--- config.mk ---
export PLATFORM = sky130hd
export DESIGN_NAME = open_fault_logic
export DESIGN_NICKNAME = d
export VERILOG_FILES = /design/src/open_fault_logic.v
export VERILOG_INCLUDE_DIRS = /design/src
export SDC_FILE = /design/constraint.sdc
export NUM_CORES = 1
export LEC_CHECK = 0
export BUFFER_PORTS_ARGS = -buffer_cell sky130_fd_sc_hd__clkbuf_2
export CAP_MARGIN = 30
export CORE_AREA = 5 5 80 96
export CTS_CLUSTER_SIZE = 24
export DETAILED_ROUTE_END_ITERATION = 10
export DIE_AREA = 0 0 85 101
export PLACE_DENSITY = 0.73
export SYNTH_ARGS = -nofsm -noshare
export SYNTH_HDL_FRONTEND = slang
export SYNTH_SLANG_ARGS = --single-unit
--- constraint.sdc ---
create_clock -name clk -period 5.8 [get_ports clk]
set_input_delay 0.29 -clock clk [delete_from_list [all_inputs] [get_ports clk]]
set_output_delay 0.29 -clock clk [all_outputs]
set_load 0.005 [all_outputs]
--- src/open_fault_regs.vh ---
// offsets, field positions and timing counts of the open-load and thermal fault logic
`ifndef OPEN_FAULT_REGS_VH
`define OPEN_FAULT_REGS_VH
// register offsets (word addresses on the plain register port)
`define CONTROL_REG_ONE_ADDR     4'h1
`define CONTROL_REG_THREE_ADDR   4'h3
`define CONTROL_REG_FOUR_ADDR    4'h4
`define STATUS_REG_ADDR          4'h8
// field positions
`define PASSIVE_OPEN_ENABLE_BIT  0
`define CLEAR_ERRORS_BIT         0
`define OVERTEMP_RECOVERY_BIT    1
`define ACTIVE_OPEN_ENABLE_BIT   0
`define ST_FAULT_BIT             0
`define ST_OUT1_OPEN_BIT         1
`define ST_OUT2_OPEN_BIT         2
`define ST_OVERTEMP_BIT          3
`define ST_ACTIVE_OPEN_BIT       4
`define ST_PASSIVE_BUSY_BIT      5
// timing: times in ns at a 10 ns clock
`define CLK_PERIOD_NS            10
`define DISABLE_SETTLE_NS        200000
`define OPEN_TEST_DURATION_NS    300000
`define PHASE_TIME_NS            100000
`define DISABLE_SETTLE_CYC       (`DISABLE_SETTLE_NS / `CLK_PERIOD_NS)
`define OPEN_TEST_DURATION_CYC   (`OPEN_TEST_DURATION_NS / `CLK_PERIOD_NS)
`define PHASE_CYC                (`PHASE_TIME_NS / `CLK_PERIOD_NS)
// consecutive active open events needed before a report
`define ACTIVE_OPEN_COUNT        2'h3
`endif

--- src/open_fault_logic.v ---
// open-load diagnostics and thermal shutdown logic of an h-bridge driver
`timescale 1ns/1ns
`default_nettype none
`include "open_fault_regs.vh"

module open_fault_logic #(
   parameter SERIAL_VARIANT = 1,
   parameter DISABLE_SETTLE = `DISABLE_SETTLE_CYC,
   parameter TEST_DURATION  = `OPEN_TEST_DURATION_CYC,
   parameter PHASE_LEN      = `PHASE_CYC,
   parameter CNT_W          = 16
) (
   // clock and reset
   input  wire        clk,
   input  wire        rst_n,
   // register port
   input  wire [3:0]  addr,
   input  wire [7:0]  wdata,
   input  wire        wr,
   input  wire        rd,
   output reg  [7:0]  rdata,
   // host pins
   input  wire        disable_pin,
   input  wire        sleep_pin_n,
   input  wire        open_load_cfg_pin_n,
   // motor state and control mode (0 phase/enable, 1 pwm, 2 independent)
   input  wire        motor_energized,
   input  wire [1:0]  control_mode,
   // analog comparators and events
   input  wire [1:0]  pullup_open_comparator,
   input  wire [1:0]  pulldown_open_comparator,
   input  wire        pwm_cycle_end,
   input  wire        overshoot_seen,
   input  wire        overtemp_hot,
   input  wire        overtemp_cool,
   // analog controls
   output reg  [1:0]  pullup_source_en,
   output reg  [1:0]  pulldown_source_en,
   output reg         bridge_enable,
   output reg         high_side_recirc,
   output reg         charge_pump_en,
   // error pin, open drain
   output wire        error_pin_n_o,
   output wire        error_pin_n_oe
);

   localparam ST_IDLE   = 3'h0;
   localparam ST_SETTLE = 3'h1;
   localparam ST_PU     = 3'h2;
   localparam ST_PD     = 3'h3;
   localparam ST_WAIT   = 3'h4;

   // true on the last cycle of a pull-up or pull-down phase; the phase
   // step and the flag latch must agree on that cycle, so both use this
   function phase_end;
      input [CNT_W-1:0] count;
      begin
         phase_end = (count == PHASE_LEN[CNT_W-1:0] - 1'b1);
      end
   endfunction

   // synchronisers for pins and asynchronous comparators
   // only the second stage is read, so a metastable first stage never
   // reaches the sequencer or the flag latches
   reg [7:0] s1_q;
   reg [7:0] s2_q;
   always @(posedge clk or negedge rst_n) begin
      if (!rst_n) begin
         s1_q <= 8'h00;
         s2_q <= 8'h00;
      end else begin
         s1_q <= {overtemp_cool, overtemp_hot, pulldown_open_comparator, pullup_open_comparator,
                  sleep_pin_n, disable_pin};
         s2_q <= s1_q;
      end
   end
   wire       dis_s   = s2_q[0];
   wire       sleep_s = s2_q[1];
   wire [1:0] pu_s    = s2_q[3:2];
   wire [1:0] pd_s    = s2_q[5:4];
   wire       hot_s   = s2_q[6];
   wire       cool_s  = s2_q[7];

   // config pin passes its own pair; it is read only at power-up or sleep exit
   reg cfg1_q;
   reg cfg2_q;
   always @(posedge clk or negedge rst_n) begin
      if (!rst_n) begin
         cfg1_q <= 1'b0;
         cfg2_q <= 1'b0;
      end else begin
         cfg1_q <= open_load_cfg_pin_n;
         cfg2_q <= cfg1_q;
      end
   end

   // sleep exit detection; leaving reset with the sleep pin high also counts as a wake
   reg sleep_d_q;
   reg woke_q;
   always @(posedge clk or negedge rst_n) begin
      if (!rst_n) begin
         sleep_d_q <= 1'b0;
         woke_q    <= 1'b0;
      end else begin
         sleep_d_q <= sleep_s;
         woke_q    <= sleep_s & ~sleep_d_q;
      end
   end
   wire sleep_now = ~sleep_s;                   // sleep held low acts as reset for as long as it stays low

   // decoded register writes
   wire wr1 = wr && (addr == `CONTROL_REG_ONE_ADDR);
   wire wr3 = wr && (addr == `CONTROL_REG_THREE_ADDR);
   wire wr4 = wr && (addr == `CONTROL_REG_FOUR_ADDR);
   wire clear_cmd = (wr3 && wdata[`CLEAR_ERRORS_BIT]) || sleep_now;

   // latched pin config and control bits
   reg cfg_high_q;
   reg passive_open_enable_q;
   reg active_open_enable_q;
   reg overtemp_recovery_sel_q;
   reg [2:0] state_q;
   reg [CNT_W-1:0] cnt_q;
   reg [CNT_W-1:0] tot_q;
   reg [1:0] pu_hit_q;
   wire [1:0] open_flag_q;
   reg [1:0] ola_cnt_q;
   reg active_open_q;
   reg overtemp_flag_q;
   reg overtemp_off_q;

   wire test_done = (state_q != ST_IDLE) && (tot_q == TEST_DURATION[CNT_W-1:0] - 1'b1);
   wire abort = (state_q != ST_IDLE) && (!dis_s || motor_energized);
   wire pin_start = !SERIAL_VARIANT && woke_q && !cfg2_q && dis_s && !motor_energized;
   // a start is refused while the pin is low or the motor is energized
   wire start = SERIAL_VARIANT ? (wr1 && wdata[`PASSIVE_OPEN_ENABLE_BIT] && dis_s && !motor_energized)
                               : pin_start;

   // control bits, held by the serial variant and strapped in the pin variant
   // the enable bit is only set by an accepted start; a refused write would
   // otherwise leave it stuck at 1 with no test running to clear it
   always @(posedge clk or negedge rst_n) begin
      if (!rst_n) begin
         cfg_high_q              <= 1'b0;
         passive_open_enable_q   <= 1'b0;
         active_open_enable_q    <= 1'b0;
         overtemp_recovery_sel_q <= SERIAL_VARIANT ? 1'b0 : 1'b1;
      end else if (sleep_now) begin
         passive_open_enable_q   <= 1'b0;
         active_open_enable_q    <= 1'b0;
         overtemp_recovery_sel_q <= SERIAL_VARIANT ? 1'b0 : 1'b1;
      end else begin
         if (woke_q)
            cfg_high_q <= cfg2_q;
         if (SERIAL_VARIANT) begin
            if (start && state_q == ST_IDLE)
               passive_open_enable_q <= 1'b1;
            else if (abort || test_done)
               passive_open_enable_q <= 1'b0;
            if (wr4)
               active_open_enable_q <= wdata[`ACTIVE_OPEN_ENABLE_BIT];
            if (wr3)
               overtemp_recovery_sel_q <= wdata[`OVERTEMP_RECOVERY_BIT];
         end else begin
            if (woke_q)
               active_open_enable_q <= ~cfg2_q;
            if (pin_start)
               passive_open_enable_q <= 1'b1;
            else if (abort || test_done)
               passive_open_enable_q <= 1'b0;
         end
      end
   end

   // passive test sequencer: settle (pin variant only), pull-up phase, pull-down phase, hold to duration
   // the total counter runs across all phases, so the duration bounds the
   // whole test whatever the phase lengths are
   always @(posedge clk or negedge rst_n) begin
      if (!rst_n) begin
         state_q  <= ST_IDLE;
         cnt_q    <= {CNT_W{1'b0}};
         tot_q    <= {CNT_W{1'b0}};
         pu_hit_q <= 2'h0;
      end else if (sleep_now || abort || test_done) begin
         state_q  <= ST_IDLE;
         cnt_q    <= {CNT_W{1'b0}};
         tot_q    <= {CNT_W{1'b0}};
      end else begin
         if (state_q != ST_IDLE)
            tot_q <= tot_q + 1'b1;
         case (state_q)
            ST_IDLE: begin
               if (start && state_q == ST_IDLE) begin
                  state_q  <= SERIAL_VARIANT ? ST_PU : ST_SETTLE;
                  pu_hit_q <= 2'h0;
               end
            end
            ST_SETTLE: begin
               cnt_q <= cnt_q + 1'b1;
               if (cnt_q == DISABLE_SETTLE[CNT_W-1:0] - 1'b1) begin
                  cnt_q   <= {CNT_W{1'b0}};
                  state_q <= ST_PU;
               end
            end
            ST_PU: begin
               cnt_q <= cnt_q + 1'b1;
               if (phase_end(cnt_q)) begin
                  pu_hit_q <= pu_s;
                  cnt_q    <= {CNT_W{1'b0}};
                  state_q  <= ST_PD;
               end
            end
            ST_PD: begin
               cnt_q <= cnt_q + 1'b1;
               if (phase_end(cnt_q)) begin
                  cnt_q   <= {CNT_W{1'b0}};
                  state_q <= ST_WAIT;
               end
            end
            ST_WAIT: state_q <= ST_WAIT;
            default: state_q <= ST_IDLE;
         endcase
      end
   end

   // open flags from both comparators; set wins over clear
   wire [1:0] open_set = (state_q == ST_PD && phase_end(cnt_q) && !abort)
                         ? (pu_hit_q & pd_s) : 2'h0;
   // one latch per output; a set in the cycle of a clear still latches
   genvar gi;
   generate
      for (gi = 0; gi < 2; gi = gi + 1) begin : g_open
         reg flag_q;
         always @(posedge clk or negedge rst_n) begin
            if (!rst_n)
               flag_q <= 1'b0;
            else if (open_set[gi])
               flag_q <= 1'b1;
            else if (clear_cmd)
               flag_q <= 1'b0;
         end
         assign open_flag_q[gi] = flag_q;
      end
   endgenerate

   // active open counter on pwm cycle ends
   // the counter saturates so a long open run cannot wrap and re-arm
   wire active_on = active_open_enable_q && !(!SERIAL_VARIANT && cfg_high_q);
   always @(posedge clk or negedge rst_n) begin
      if (!rst_n) begin
         ola_cnt_q     <= 2'h0;
         active_open_q <= 1'b0;
      end else begin
         if (!active_on)
            ola_cnt_q <= 2'h0;
         else if (pwm_cycle_end) begin
            if (overshoot_seen)
               ola_cnt_q <= 2'h0;
            else if (ola_cnt_q != `ACTIVE_OPEN_COUNT)
               ola_cnt_q <= ola_cnt_q + 1'b1;
         end
         if (active_on && pwm_cycle_end && !overshoot_seen && ola_cnt_q == `ACTIVE_OPEN_COUNT - 1'b1)
            active_open_q <= 1'b1;
         else if (clear_cmd)
            active_open_q <= 1'b0;
      end
   end

   // thermal shutdown, always armed
   // hot wins over any clear, so a clear while still hot keeps the bridge off
   always @(posedge clk or negedge rst_n) begin
      if (!rst_n) begin
         overtemp_flag_q <= 1'b0;
         overtemp_off_q  <= 1'b0;
      end else begin
         if (hot_s)
            overtemp_flag_q <= 1'b1;
         else if (clear_cmd)
            overtemp_flag_q <= 1'b0;
         if (hot_s)
            overtemp_off_q <= 1'b1;
         else if (overtemp_recovery_sel_q ? cool_s : (cool_s && clear_cmd))
            overtemp_off_q <= 1'b0;
      end
   end

   wire any_fault = (|open_flag_q) || active_open_q || overtemp_off_q;

   // analog controls from flops
   always @(posedge clk or negedge rst_n) begin
      if (!rst_n) begin
         pullup_source_en   <= 2'h0;
         pulldown_source_en <= 2'h0;
         bridge_enable      <= 1'b0;
         high_side_recirc   <= 1'b1;
         charge_pump_en     <= 1'b0;
      end else begin
         pullup_source_en   <= (state_q == ST_PU) ? 2'h3 : 2'h0;
         pulldown_source_en <= (state_q == ST_PD) ? 2'h3 : 2'h0;
         bridge_enable      <= (state_q == ST_IDLE) && !overtemp_off_q && !dis_s && sleep_s;
         high_side_recirc   <= (control_mode != 2'h2);
         charge_pump_en     <= sleep_s;
      end
   end

   // error pin drives low while an open flag, the active open flag or the thermal shutdown is set
   // the pin is only ever pulled low; the board pull-up gives the high level
   reg err_q;
   always @(posedge clk or negedge rst_n) begin
      if (!rst_n)
         err_q <= 1'b0;
      else
         err_q <= any_fault;
   end
   assign error_pin_n_o  = 1'b0;
   assign error_pin_n_oe = err_q;

   // status word, assembled once for the read port
   wire [7:0] status_word;
   assign status_word[7:6]                   = 2'h0;
   assign status_word[`ST_PASSIVE_BUSY_BIT]  = (state_q != ST_IDLE);
   assign status_word[`ST_ACTIVE_OPEN_BIT]   = active_open_q;
   assign status_word[`ST_OVERTEMP_BIT]      = overtemp_flag_q;
   assign status_word[`ST_OUT2_OPEN_BIT]     = open_flag_q[1];
   assign status_word[`ST_OUT1_OPEN_BIT]     = open_flag_q[0];
   assign status_word[`ST_FAULT_BIT]         = any_fault | overtemp_flag_q;

   // read port, data one cycle after the strobe
   // data return to zero outside the answer cycle
   always @(posedge clk or negedge rst_n) begin
      if (!rst_n)
         rdata <= 8'h00;
      else if (rd) begin
         case (addr)
            `CONTROL_REG_ONE_ADDR:   rdata <= {7'h00, passive_open_enable_q};
            `CONTROL_REG_THREE_ADDR: rdata <= {6'h00, overtemp_recovery_sel_q, 1'b0};
            `CONTROL_REG_FOUR_ADDR:  rdata <= {7'h00, active_open_enable_q};
            `STATUS_REG_ADDR:        rdata <= status_word;
            default:                 rdata <= 8'h00;
         endcase
      end else
         rdata <= 8'h00;
   end

endmodule
`default_nettype wire

==> summary.txt, run 1 <==
Outcome
  • Status: finished, final reports clean

Timing
  • Final setup fails: 0
  • Fin. max-slew vios: 0
  • Unrepaired setup endpoints after global routing: false
  • Final period util: 47.0%
  • Sum Neg Setup Slack: 0 ns
  • Hold Fails Final Rpt: 0
  • Clock skew: 0.00793 ns
  • Fin crit period: 2.73 ns
  • Max-slew headroom: 34.1%
  • Max frequency: 366 MHz
  • Worst-Margin Slew: 0.989 ns

Setup path
  • Setup slack, reg-to-reg: 3.07 ns
  • Worst r2r path cells: 5
  • Crit Path Category: flop to flop
  • Critical path capture point type: flop
  • Slowest stage delay, CP: 0.53 ns
  • CP Cell Sequence: nor3_2 > o21ai_0 > a21oi_1 > nand3_1 > o32ai_1
  • Critical path buffers and inverters: 0
  • CP delay by family, top: compound AO/OA/AOI/OAI gates
  • Worst R2R Start: state_q[0]$_DFFE_PN0P_
  • Req. time, crit path: 6.06 ns
  • CP arrival: 2.98 ns
  • RR Endpoint: cnt_q[10]$_DFFE_PN0P_
  • CP max-delay cell: dfrtp_1
  • CP Launch Type: flop
  • Critical path peak fanout: 13
  • Crit path from: state_q[0]$_DFFE_PN0P_
  • Stages on worst setup path: 5

Placement
  • Post-DP HPWL: 4700 um
  • Placer Congestion: 0.791
  • Buffers added on ports: 36
  • Dpl cells: 448

Floorplan
  • Die Y: 101 um
  • Floorplan core area: 6690 um^2
  • Row count: 33
  • Starting density of the core: 52.7%
  • Die span in x: 85 um
  • I/O pins: 47
  • Area of the die: 8590 um^2

Routing
  • DRC viols: 0
  • Avg WL per Cell: 14.4 um
  • Routed via count: 2627
  • Total wire length: 6690 um
  • 1st-iter DRT viols: 127
  • DRT Pass-1 Iters: 4
  • DR vias/cell: 5.66
  • Met2 WL post-DR: 3490 um
  • DR WL met3: 264 um
  • Wl on met1: 2830 um
  • Top Metal Used: met4
  • Antenna Violating Nets Remaining: 0

Finish
  • Final Util: 58.5%
  • # nets final: 406
  • Non-filler cells, final: 464
  • Multi-input gate area: 1520 um^2
  • P&R area growth vs syn: 10.9%
  • Commonest non-fill, non-tap cell in the layout: dfrtp_1
  • Commonest cells after routing, fill and taps aside: dfrtp_1, nand2_1, clkbuf_2, nor2_1, nand3_1
  • # fillers: 594
  • FF+latch area: 1880 um^2
  • Ratio of cells with drive above 1 in the final layout: 17.0%
  • Antenna diode count: 0

GRT
  • Number of global-route vias before repair: 2597
  • First-pass GRT wire length: 11700 um
  • Pin count of the biggest net entering global routing: 76
  • Initial antenna violation count: 0
  • Gr ovfl total: 0
  • GRT Total Usage: 17.1%

Logic synthesis
  • Synth Cell Area: 3530 um^2
  • XOR/XNOR share of the synthesized area: 3.23%
  • Synth Flop Type: dfrtp_1
  • Synth Area in Adders: 1.42%
  • Main combinational cell family by area after synthesis: simple AND/OR/NAND/NOR gates
  • Mux share of post-synthesis cell area: 0.851%
  • Number of synthesized flops with an enable pin: 0
  • Syn_area_per_cell: 10.4 um^2
  • Synth warnings: 0
  • Count of cell types in the netlist: 64
  • Simple logic cell fraction of the synthesized area: 25.1%
  • Mapped Cells: 340
  • Sequential fraction of the synthesis area: 53.2%
  • Post-synthesis compound-gate area fraction: 12.1%
  • Asr flop ratio synth: 100%
  • Number of synthesized register bits: 75

Hold path
  • Hold Path Depth: 1
  • Min-delay src: pulldown_open_comparator[0]
  • Hold EP: s1_q[4]$_DFF_PN0_
  • Hold WC Path Type: input pin to flop

Clock network
  • Max Root-Sink Buffers: 2
  • H-Tree Depth: 3
  • Post-CTS Setup Inserts: 0
  • Total CTS buffers: 9
  • Root Buffer: clkbuf_8
  • CTS Hold Buffers Added: 0
  • Worst-Skew Late Latency: 0.36 ns
  • CTS tree: yes
  • Clk sinks: 75
  • PostCTS Resize Cnt: 0
  • CTS clk-pin slew, worst paths: 0.09 ns

Power and ir drop
  • Worst VDD drop: 0.188 mV
  • Leak: 0.00168 uW
  • Pwr Density: 249 nW/um^2
  • Sequential power share: 55.6%
  • Comb power frac: 4.8%
  • Switching Power: 257 uW
  • P_int: 717 uW
  • Clk pwr share: 39.7%
  • Sw frac: 26.4%

Run
  • Max cap viols: 0
sequential cells by signal, summed over array words and instances (netlist names), 3 cells and up:
register / count
s1_q: 8
state_q: 3
s2_q: 8
tot_q: 16
rdata: 6
cnt_q: 16
worst max-delay path by stage:
stage | end | slack, ns
final | cnt_q[10]$_DFFE_PN0P_ | 3.07
after global routing | cnt_q[10]$_DFFE_PN0P_ | 2.73
after CTS | cnt_q[10]$_DFFE_PN0P_ | 3.09
after detailed placement | cnt_q[10]$_DFFE_PN0P_ | 3.10
after global placement | cnt_q[10]$_DFFE_PN0P_ | 3.13
after floorplan | pu_hit_q[0]$_DFFE_PN0P_ | 3.69
cell families after synthesis:
kind of cell	Yosys count
AOI/OAI and AO/OA	65
xor gates and xnor gates	13
adders and majority gates	4
buffers and inverters	27
DFF	75
muxes	3
other	1
and+or+nand+nor	152
area by class of cell:
cell class                 instances  share of cell area, %
clock buffer                       9                   3.17
clock inverter                     7                   1.66
inverter                          10                  0.959
multi-input combinational        240                   38.8
sequential                        75                   48.0
tap                               87                   2.78
timing repair buffer              36                   4.67
metrics by stage:
stage          cell area [um^2]  setup WS, ns  hold WS (ns)  power [uW]
2_1_floorplan              3530          3.69      -0.00559         573
4_1_cts                    3910          3.09        0.0207         986
5_1_grt                    3910          2.73       0.00132        1020
6_report                   3910          3.07        0.0327         974
3_3_place_gp               3720          3.13         0.333         598
3_5_place_dp               3720          3.10         0.335         599
synth_stat cells, types with 3 or more instances:
cell type	count	area, um^2
a21oi_1	17	85.1
mux2i_1	3	30.0
nor4b_1	4	35.0
inv_1	10	37.5
nor4_1	3	18.8
a31oi_1	3	18.8
and3_1	9	56.3
or3_1	13	81.3
xor2_1	8	70.1
buf_2	4	20.0
o21ai_0	17	85.1
ha_1	4	50.1
nand3_1	19	95.1
nor2b_1	5	31.3
clkbuf_1	5	18.8
o31ai_1	5	37.5
xnor2_1	5	43.8
nor2_1	22	82.6
nand4_1	5	31.3
a21o_1	3	22.5
and4_1	4	35.0
buf_4	6	45.0
o22ai_1	4	25.0
nand2_1	38	143
dfrtp_1	74	1850
or4_1	5	37.5
power groups by stage:
stage               clock [uW]  combinational (uW)  sequential (uW)
finish                     386                46.5              541
global route               424                53.9              543
floorplan                    0                23.2              550
CTS                        397                47.8              541
detailed placement           0                47.7              552
global placement             0                46.5              552
routing by layer:
metal | vias to the layer above | track usage, %
li1 | 1279 | -
met1 | 1292 | 20.4
met2 | 46 | 30.3
met3 | 10 | 4.09
met4 | 0 | 5.97
met5 | - | 0
No activity file was read; power rests on OpenSTA's default activity.
==> run 2, diff against run 1 <==
--- a/config.mk
+++ b/config.mk
@@ -8,11 +8,11 @@
 export LEC_CHECK = 0
 export BUFFER_PORTS_ARGS = -buffer_cell sky130_fd_sc_hd__clkbuf_2
 export CAP_MARGIN = 30
-export CORE_AREA = 5 5 80 96
+export CORE_AREA = 5 5 82 99
 export CTS_CLUSTER_SIZE = 24
 export DETAILED_ROUTE_END_ITERATION = 10
-export DIE_AREA = 0 0 85 101
-export PLACE_DENSITY = 0.73
+export DIE_AREA = 0 0 87 104
+export PLACE_DENSITY = 0.72
 export SYNTH_ARGS = -nofsm -noshare
 export SYNTH_HDL_FRONTEND = slang
 export SYNTH_SLANG_ARGS = --single-unit
==> constraint.sdc (replaced) <==
create_clock -name clk -period 2.4 [get_ports clk]
set_input_delay 0.12 -clock clk [delete_from_list [all_inputs] [get_ports clk]]
set_output_delay 0.12 -clock clk [all_outputs]
set_load 0.005 [all_outputs]
==> summary.txt, run 2 (synthesized netlist as in run 1, its figures left out) <==
Finish
  • Ratio of cells with drive above 1 in the final layout: 19.9%
  • Final Util: 59.4%
  • Design area: 4220 um^2
  • P&R area growth vs syn: 19.6%
  • Commonest cells after routing, fill and taps aside: dfrtp_1, nand2_1, clkbuf_2, nor2_1, nand3_1
  • # fillers: 600
  • Biggest regs: cnt_q (16), tot_q (16)
  • Commonest non-fill, non-tap cell in the layout: dfrtp_1
  • Antenna diode count: 0
  • # nets final: 432

Floorplan
  • Area of the die: 9050 um^2
  • Row count: 34
  • Floorplan core area: 7100 um^2
  • Starting density of the core: 49.6%
  • Die span in x: 87 um
  • I/O pins: 47
  • Die Y: 104 um

Placement
  • Buffers added on ports: 36
  • Post-DP HPWL: 5020 um
  • Placer Congestion: 0.854
  • Placed cell area: 3860 um^2

Timing
  • Hold Fails Final Rpt: 0
  • Max-slew headroom: 39.4%
  • Final period util: 92.5%
  • Clock skew: 0.0133 ns
  • Worst-Margin Slew: 0.909 ns
  • Sum Neg Setup Slack: 0 ns
  • Fin crit period: 2.22 ns
  • Max frequency: 451 MHz
  • Fin. max-slew vios: 0
  • Unrepaired setup endpoints after global routing: false
  • Final setup fails: 0
  • Fin Hold WS: 0.0276 ns

Clock network
  • Clk sinks: 75
  • CTS tree: yes
  • H-Tree Depth: 3
  • Root Buffer: clkbuf_8
  • Total CTS buffers: 9
  • CTS clk-pin slew, worst paths: 0.09 ns
  • Max Root-Sink Buffers: 2
  • Worst-Skew Late Latency: 0.35 ns

Routing
  • DR vias/cell: 5.50
  • Routed via count: 2713
  • DRC viols: 0
  • Total wire length: 7180 um
  • 1st-iter DRT viols: 123
  • Antenna Violating Nets Remaining: 0
  • DRT Pass-1 Iters: 4
  • Avg WL per Cell: 14.6 um

Outcome
  • Status: finished, final reports clean

Run
  • Max cap viols: 0

Setup path
  • Setup slack, reg-to-reg: 0.18 ns
  • Critical path endpoint: pu_hit_q[1]$_DFFE_PN0P_
  • CP Launch Type: flop
  • Req. time, crit path: 2.67 ns
  • Critical path capture point type: flop
  • Critical path peak fanout: 5
  • Worst R2R Start: cnt_q[0]$_DFFE_PN0P_
  • Worst r2r path cells: 6
  • CP Cell Sequence: ha_2 > or4b_4 > nor4_4 > nand2_2 > a2111oi_4 > mux2i_1
  • Crit path from: cnt_q[0]$_DFFE_PN0P_
  • Slowest stage delay, CP: 0.48 ns
  • Crit Path Category: flop to flop
  • CP max-delay cell: or4b_4
  • RR Endpoint: pu_hit_q[1]$_DFFE_PN0P_
  • CP arrival: 2.49 ns

Power and ir drop
  • Pwr Density: 606 nW/um^2
  • Leak: 0.00184 uW
  • Worst VDD drop: 0.433 mV
  • Total power draw: 2560 uW

Hold path
  • Hold WC Path Type: input pin to flop
  • Min-delay src: rd

GRT
  • First-pass GRT wire length: 12600 um
  • Initial antenna violation count: 0
  • Pin count of the biggest net entering global routing: 76
  • GRT Total Usage: 17.3%
  • Gr ovfl total: 0
  • Number of global-route vias before repair: 2684
run 2: per-stage QoR:
| step | instances | worst slack (ns) |
|---|---|---|
| 2_1_floorplan | 342 | 0.292 |
| 3_5_place_dp | 465 | 0.136 |
| 6_report | 493 | 0.181 |
| 5_1_grt | 493 | 0.00000222 |
| 4_1_cts | 492 | 0.110 |
| 3_3_place_gp | 465 | 0.211 |
run 2: layout make-up:
type	instances	area (um^2)	share of cell area, %
clock buffer	9	124	2.94
clock inverter	7	109	2.58
inverter	10	37.5	0.890
multi-input combinational	240	1530	36.2
sequential	75	1880	44.5
tap	90	113	2.67
timing repair buffer	62	430	10.2
run 2: critical path, delay by kind of cell, from the launching register on:
| kind | cells | cell delay (ns) |
|---|---|---|
| compound gates | 1 | 0.44 |
| fa+ha+maj | 1 | 0.23 |
| flops | 1 | 0.41 |
| mux | 1 | 0.24 |
| simple gates | 3 | 0.82 |
run 2: worst min path at each step:
stage                                  to  slack [ns]  cells past startpoint
floorplan           active_on$_DFFE_PN0P_       -0.18                      0
global placement        s1_q[4]$_DFF_PN0_        0.23                      1
detailed placement      s1_q[5]$_DFF_PN0_        0.23                      1
CTS                    rdata[1]$_DFF_PN0_       0.008                      3
global route           rdata[1]$_DFF_PN0_        0.02                      3
finish                 rdata[1]$_DFF_PN0_        0.03                      3
run 2: where the power goes:
| part | total [uW] | leakage (uW) | switching, uW | internal, uW |
|---|---|---|---|---|
| registers | 1310 | 0.000982 | 15.9 | 1290 |
| logic | 144 | 0.000743 | 82.6 | 61.0 |
| clock network | 1110 | 0.000118 | 499 | 607 |
| total | 2560 | 0.00184 | 598 | 1960 |
run 2: repair_timing:
item,in CTS,in global routing
endpoints found under the hold margin,83,0
endpoints found under the setup margin,0,5
hold buffers,11,0
buffers inserted,0,1
resized for setup,0,2
run 2: routing by layer:
layer,track usage [%],part of all wire (%),vias to the layer above
met5,0,0,-
met1,20.9,41,1309
li1,-,-,1333
met2,29.6,54,57
met4,5.79,1.4,0
met3,4.20,3.7,14
==> run 3, diff against run 2 <==
==> constraint.sdc (replaced) <==
create_clock -name clk -period 2.4 [get_ports clk]
set_input_delay 0.36 -clock clk [delete_from_list [all_inputs] [get_ports clk]]
set_output_delay 0.36 -clock clk [all_outputs]
set_load 0.005 [all_outputs]
==> summary.txt, run 3 (synthesized netlist as in run 1, its figures left out) <==
Clock network
  • Root Buffer: clkbuf_8
  • Total CTS buffers: 9
  • CTS Hold Buffers Added: 0
  • Max Root-Sink Buffers: 2
  • H-Tree Depth: 3
  • CTS tree: yes
  • CTS clk-pin slew, worst paths: 0.09 ns
  • Worst-Skew Late Latency: 0.36 ns
  • Clk sinks: 75

Hold path
  • Hold EP: s1_q[4]$_DFF_PN0_
  • Hold Path Depth: 1
  • Min-delay src: pulldown_open_comparator[0]
  • Hold WC Path Type: input pin to flop

Setup path
  • CP delay by family, top: simple AND/OR/NAND/NOR gates
  • CP Launch Type: flop
  • Critical path peak fanout: 7
  • Worst R2R Start: cnt_q[6]$_DFFE_PN0P_
  • CP arrival: 2.49 ns
  • Crit path from: cnt_q[6]$_DFFE_PN0P_
  • Critical path capture point type: flop
  • RR Endpoint: cnt_q[12]$_DFFE_PN0P_
  • Critical path buffers and inverters: 1
  • CP max-delay cell: or4b_2
  • Setup slack, reg-to-reg: 0.16 ns
  • Req. time, crit path: 2.65 ns
  • CP Cell Sequence: nor4_1 > nand4_1 > or4b_2 > nand3_1 > buf_4 > a21oi_1
  • Worst r2r path cells: 6
  • Slowest stage delay, CP: 0.62 ns
  • Crit Path Category: flop to flop

Power and ir drop
  • Pwr Density: 587 nW/um^2
  • Worst VDD drop: 0.545 mV
  • Leak: 0.00179 uW

Routing
  • DRT Pass-1 Iters: 4
  • Routed via count: 2663
  • DR vias/cell: 5.49
  • DRC viols: 0
  • Avg WL per Cell: 14.2 um
  • Total wire length: 6870 um
  • 1st-iter DRT viols: 116
  • Antenna Violating Nets Remaining: 0

Floorplan
  • Starting density of the core: 49.6%
  • Floorplan core area: 7100 um^2
  • Die Y: 104 um
  • Row count: 34
  • Area of the die: 9050 um^2
  • Die span in x: 87 um
  • I/O pins: 47

Finish
  • Commonest cells after routing, fill and taps aside: dfrtp_1, nand2_1, clkbuf_2, nor2_1
  • Biggest regs: cnt_q (16), tot_q (16)
  • P&R area growth vs syn: 15.6%
  • Commonest non-fill, non-tap cell in the layout: dfrtp_1
  • Ratio of cells with drive above 1 in the final layout: 20.8%
  • Final Util: 57.4%
  • # nets final: 424
  • Antenna diode count: 0

GRT
  • Initial antenna violation count: 0
  • GRT Total Usage: 16.4%
  • Pin count of the biggest net entering global routing: 76
  • First-pass GRT wire length: 11900 um
  • Number of global-route vias before repair: 2601
  • Gr ovfl total: 0

Timing
  • Max-slew headroom: 40.3%
  • Worst-Margin Slew: 0.896 ns
  • Fin crit period: 2.24 ns
  • Clock skew: 0.00713 ns
  • Max frequency: 446 MHz
  • Unrepaired setup endpoints after global routing: false
  • Final setup fails: 0
  • Hold Fails Final Rpt: 0
  • Final period util: 93.5%
  • Fin. max-slew vios: 0
  • Sum Neg Setup Slack: 0 ns

Placement
  • Placer Congestion: 0.827
  • Buffers added on ports: 36
  • Post-DP HPWL: 4920 um

Outcome
  • Status: finished, final reports clean

Run
  • Max cap viols: 0
==> run 3: cell count changes in the layout (fill, tap and decap cells not counted), moves of 2 or more <==
cell           change
inv_6              +3
buf_4              +5
bufinv_16          -2
clkinv_4           -2
buf_12             -2
dlygate4sd3_1     -11
==> run 3: cell type report <==
| cell class | count | area, um^2 |
|---|---|---|
| clock buffer | 9 | 124 |
| clock inverter | 7 | 73.8 |
| fill | 590 | 3030 |
| inverter | 10 | 37.5 |
| multi-input combinational | 240 | 1530 |
| sequential | 75 | 1880 |
| tap | 90 | 113 |
| timing repair buffer | 54 | 318 |
==> run 3: where the power goes <==
| group | switching [uW] | internal [uW] | leakage, uW |
|---|---|---|---|
| Clock | 545 | 412 | 0.000102 |
| Combinational | 79.9 | 49.8 | 0.000708 |
| Sequential | 14.9 | 1290 | 0.000982 |
| Total | 640 | 1750 | 0.00179 |
==> run 3: worst max-delay path by stage <==
stage / endpoint / slack (ns) / depth (start not counted)
floorplan: pu_hit_q[0]$_DFFE_PN0P_ / 0.29 / 6
global placement: pu_hit_q[1]$_DFFE_PN0P_ / 0.15 / 6
detailed placement: pu_hit_q[0]$_DFFE_PN0P_ / 0.09 / 6
CTS: pu_hit_q[0]$_DFFE_PN0P_ / 0.07 / 6
global route: cnt_q[13]$_DFFE_PN0P_ / 0.02 / 7
finish: cnt_q[12]$_DFFE_PN0P_ / 0.16 / 6
==> run 3: what timing repair did <==
item	in CTS	in global routing
resized for setup	0	2
endpoints found under the hold margin	0	0
setup buffers	0	2
endpoints found under the setup margin	0	11
==> run 3: layer usage <==
layer  routed length, um  GRT usage [%]  share of wire [%]  vias to the layer above
li1                    -              -                  -                     1317
met1                2850           19.6                 41                     1280
met2                3610           27.7                 53                       56
met3                 295           4.36                4.3                       10
met4                 110           6.01                1.6                        0
met5                   0              0                  0                        -
==> run 3: worst register-to-register path: stages (launching register included) <==
cell and delay, ns:
dfrtp_1 0.45, nor4_1 0.36, nand4_1 0.16, or4b_2 0.62, nand3_1 0.30, buf_4 0.20, a21oi_1 0.04
==> run 3: per-stage QoR <==
step	total power (uW)	hold WS (ns)	setup slack [ns]	instance area, um^2	std cells
finish	2390	0.0973	0.157	4080	485
floorplan	1390	0.0644	0.292	3530	342
CTS	2420	0.0805	0.0686	4050	483
global route	2500	0.0789	0.0248	4080	485
detailed placement	1460	0.335	0.0905	3850	467
global placement	1450	0.334	0.152	3850	467
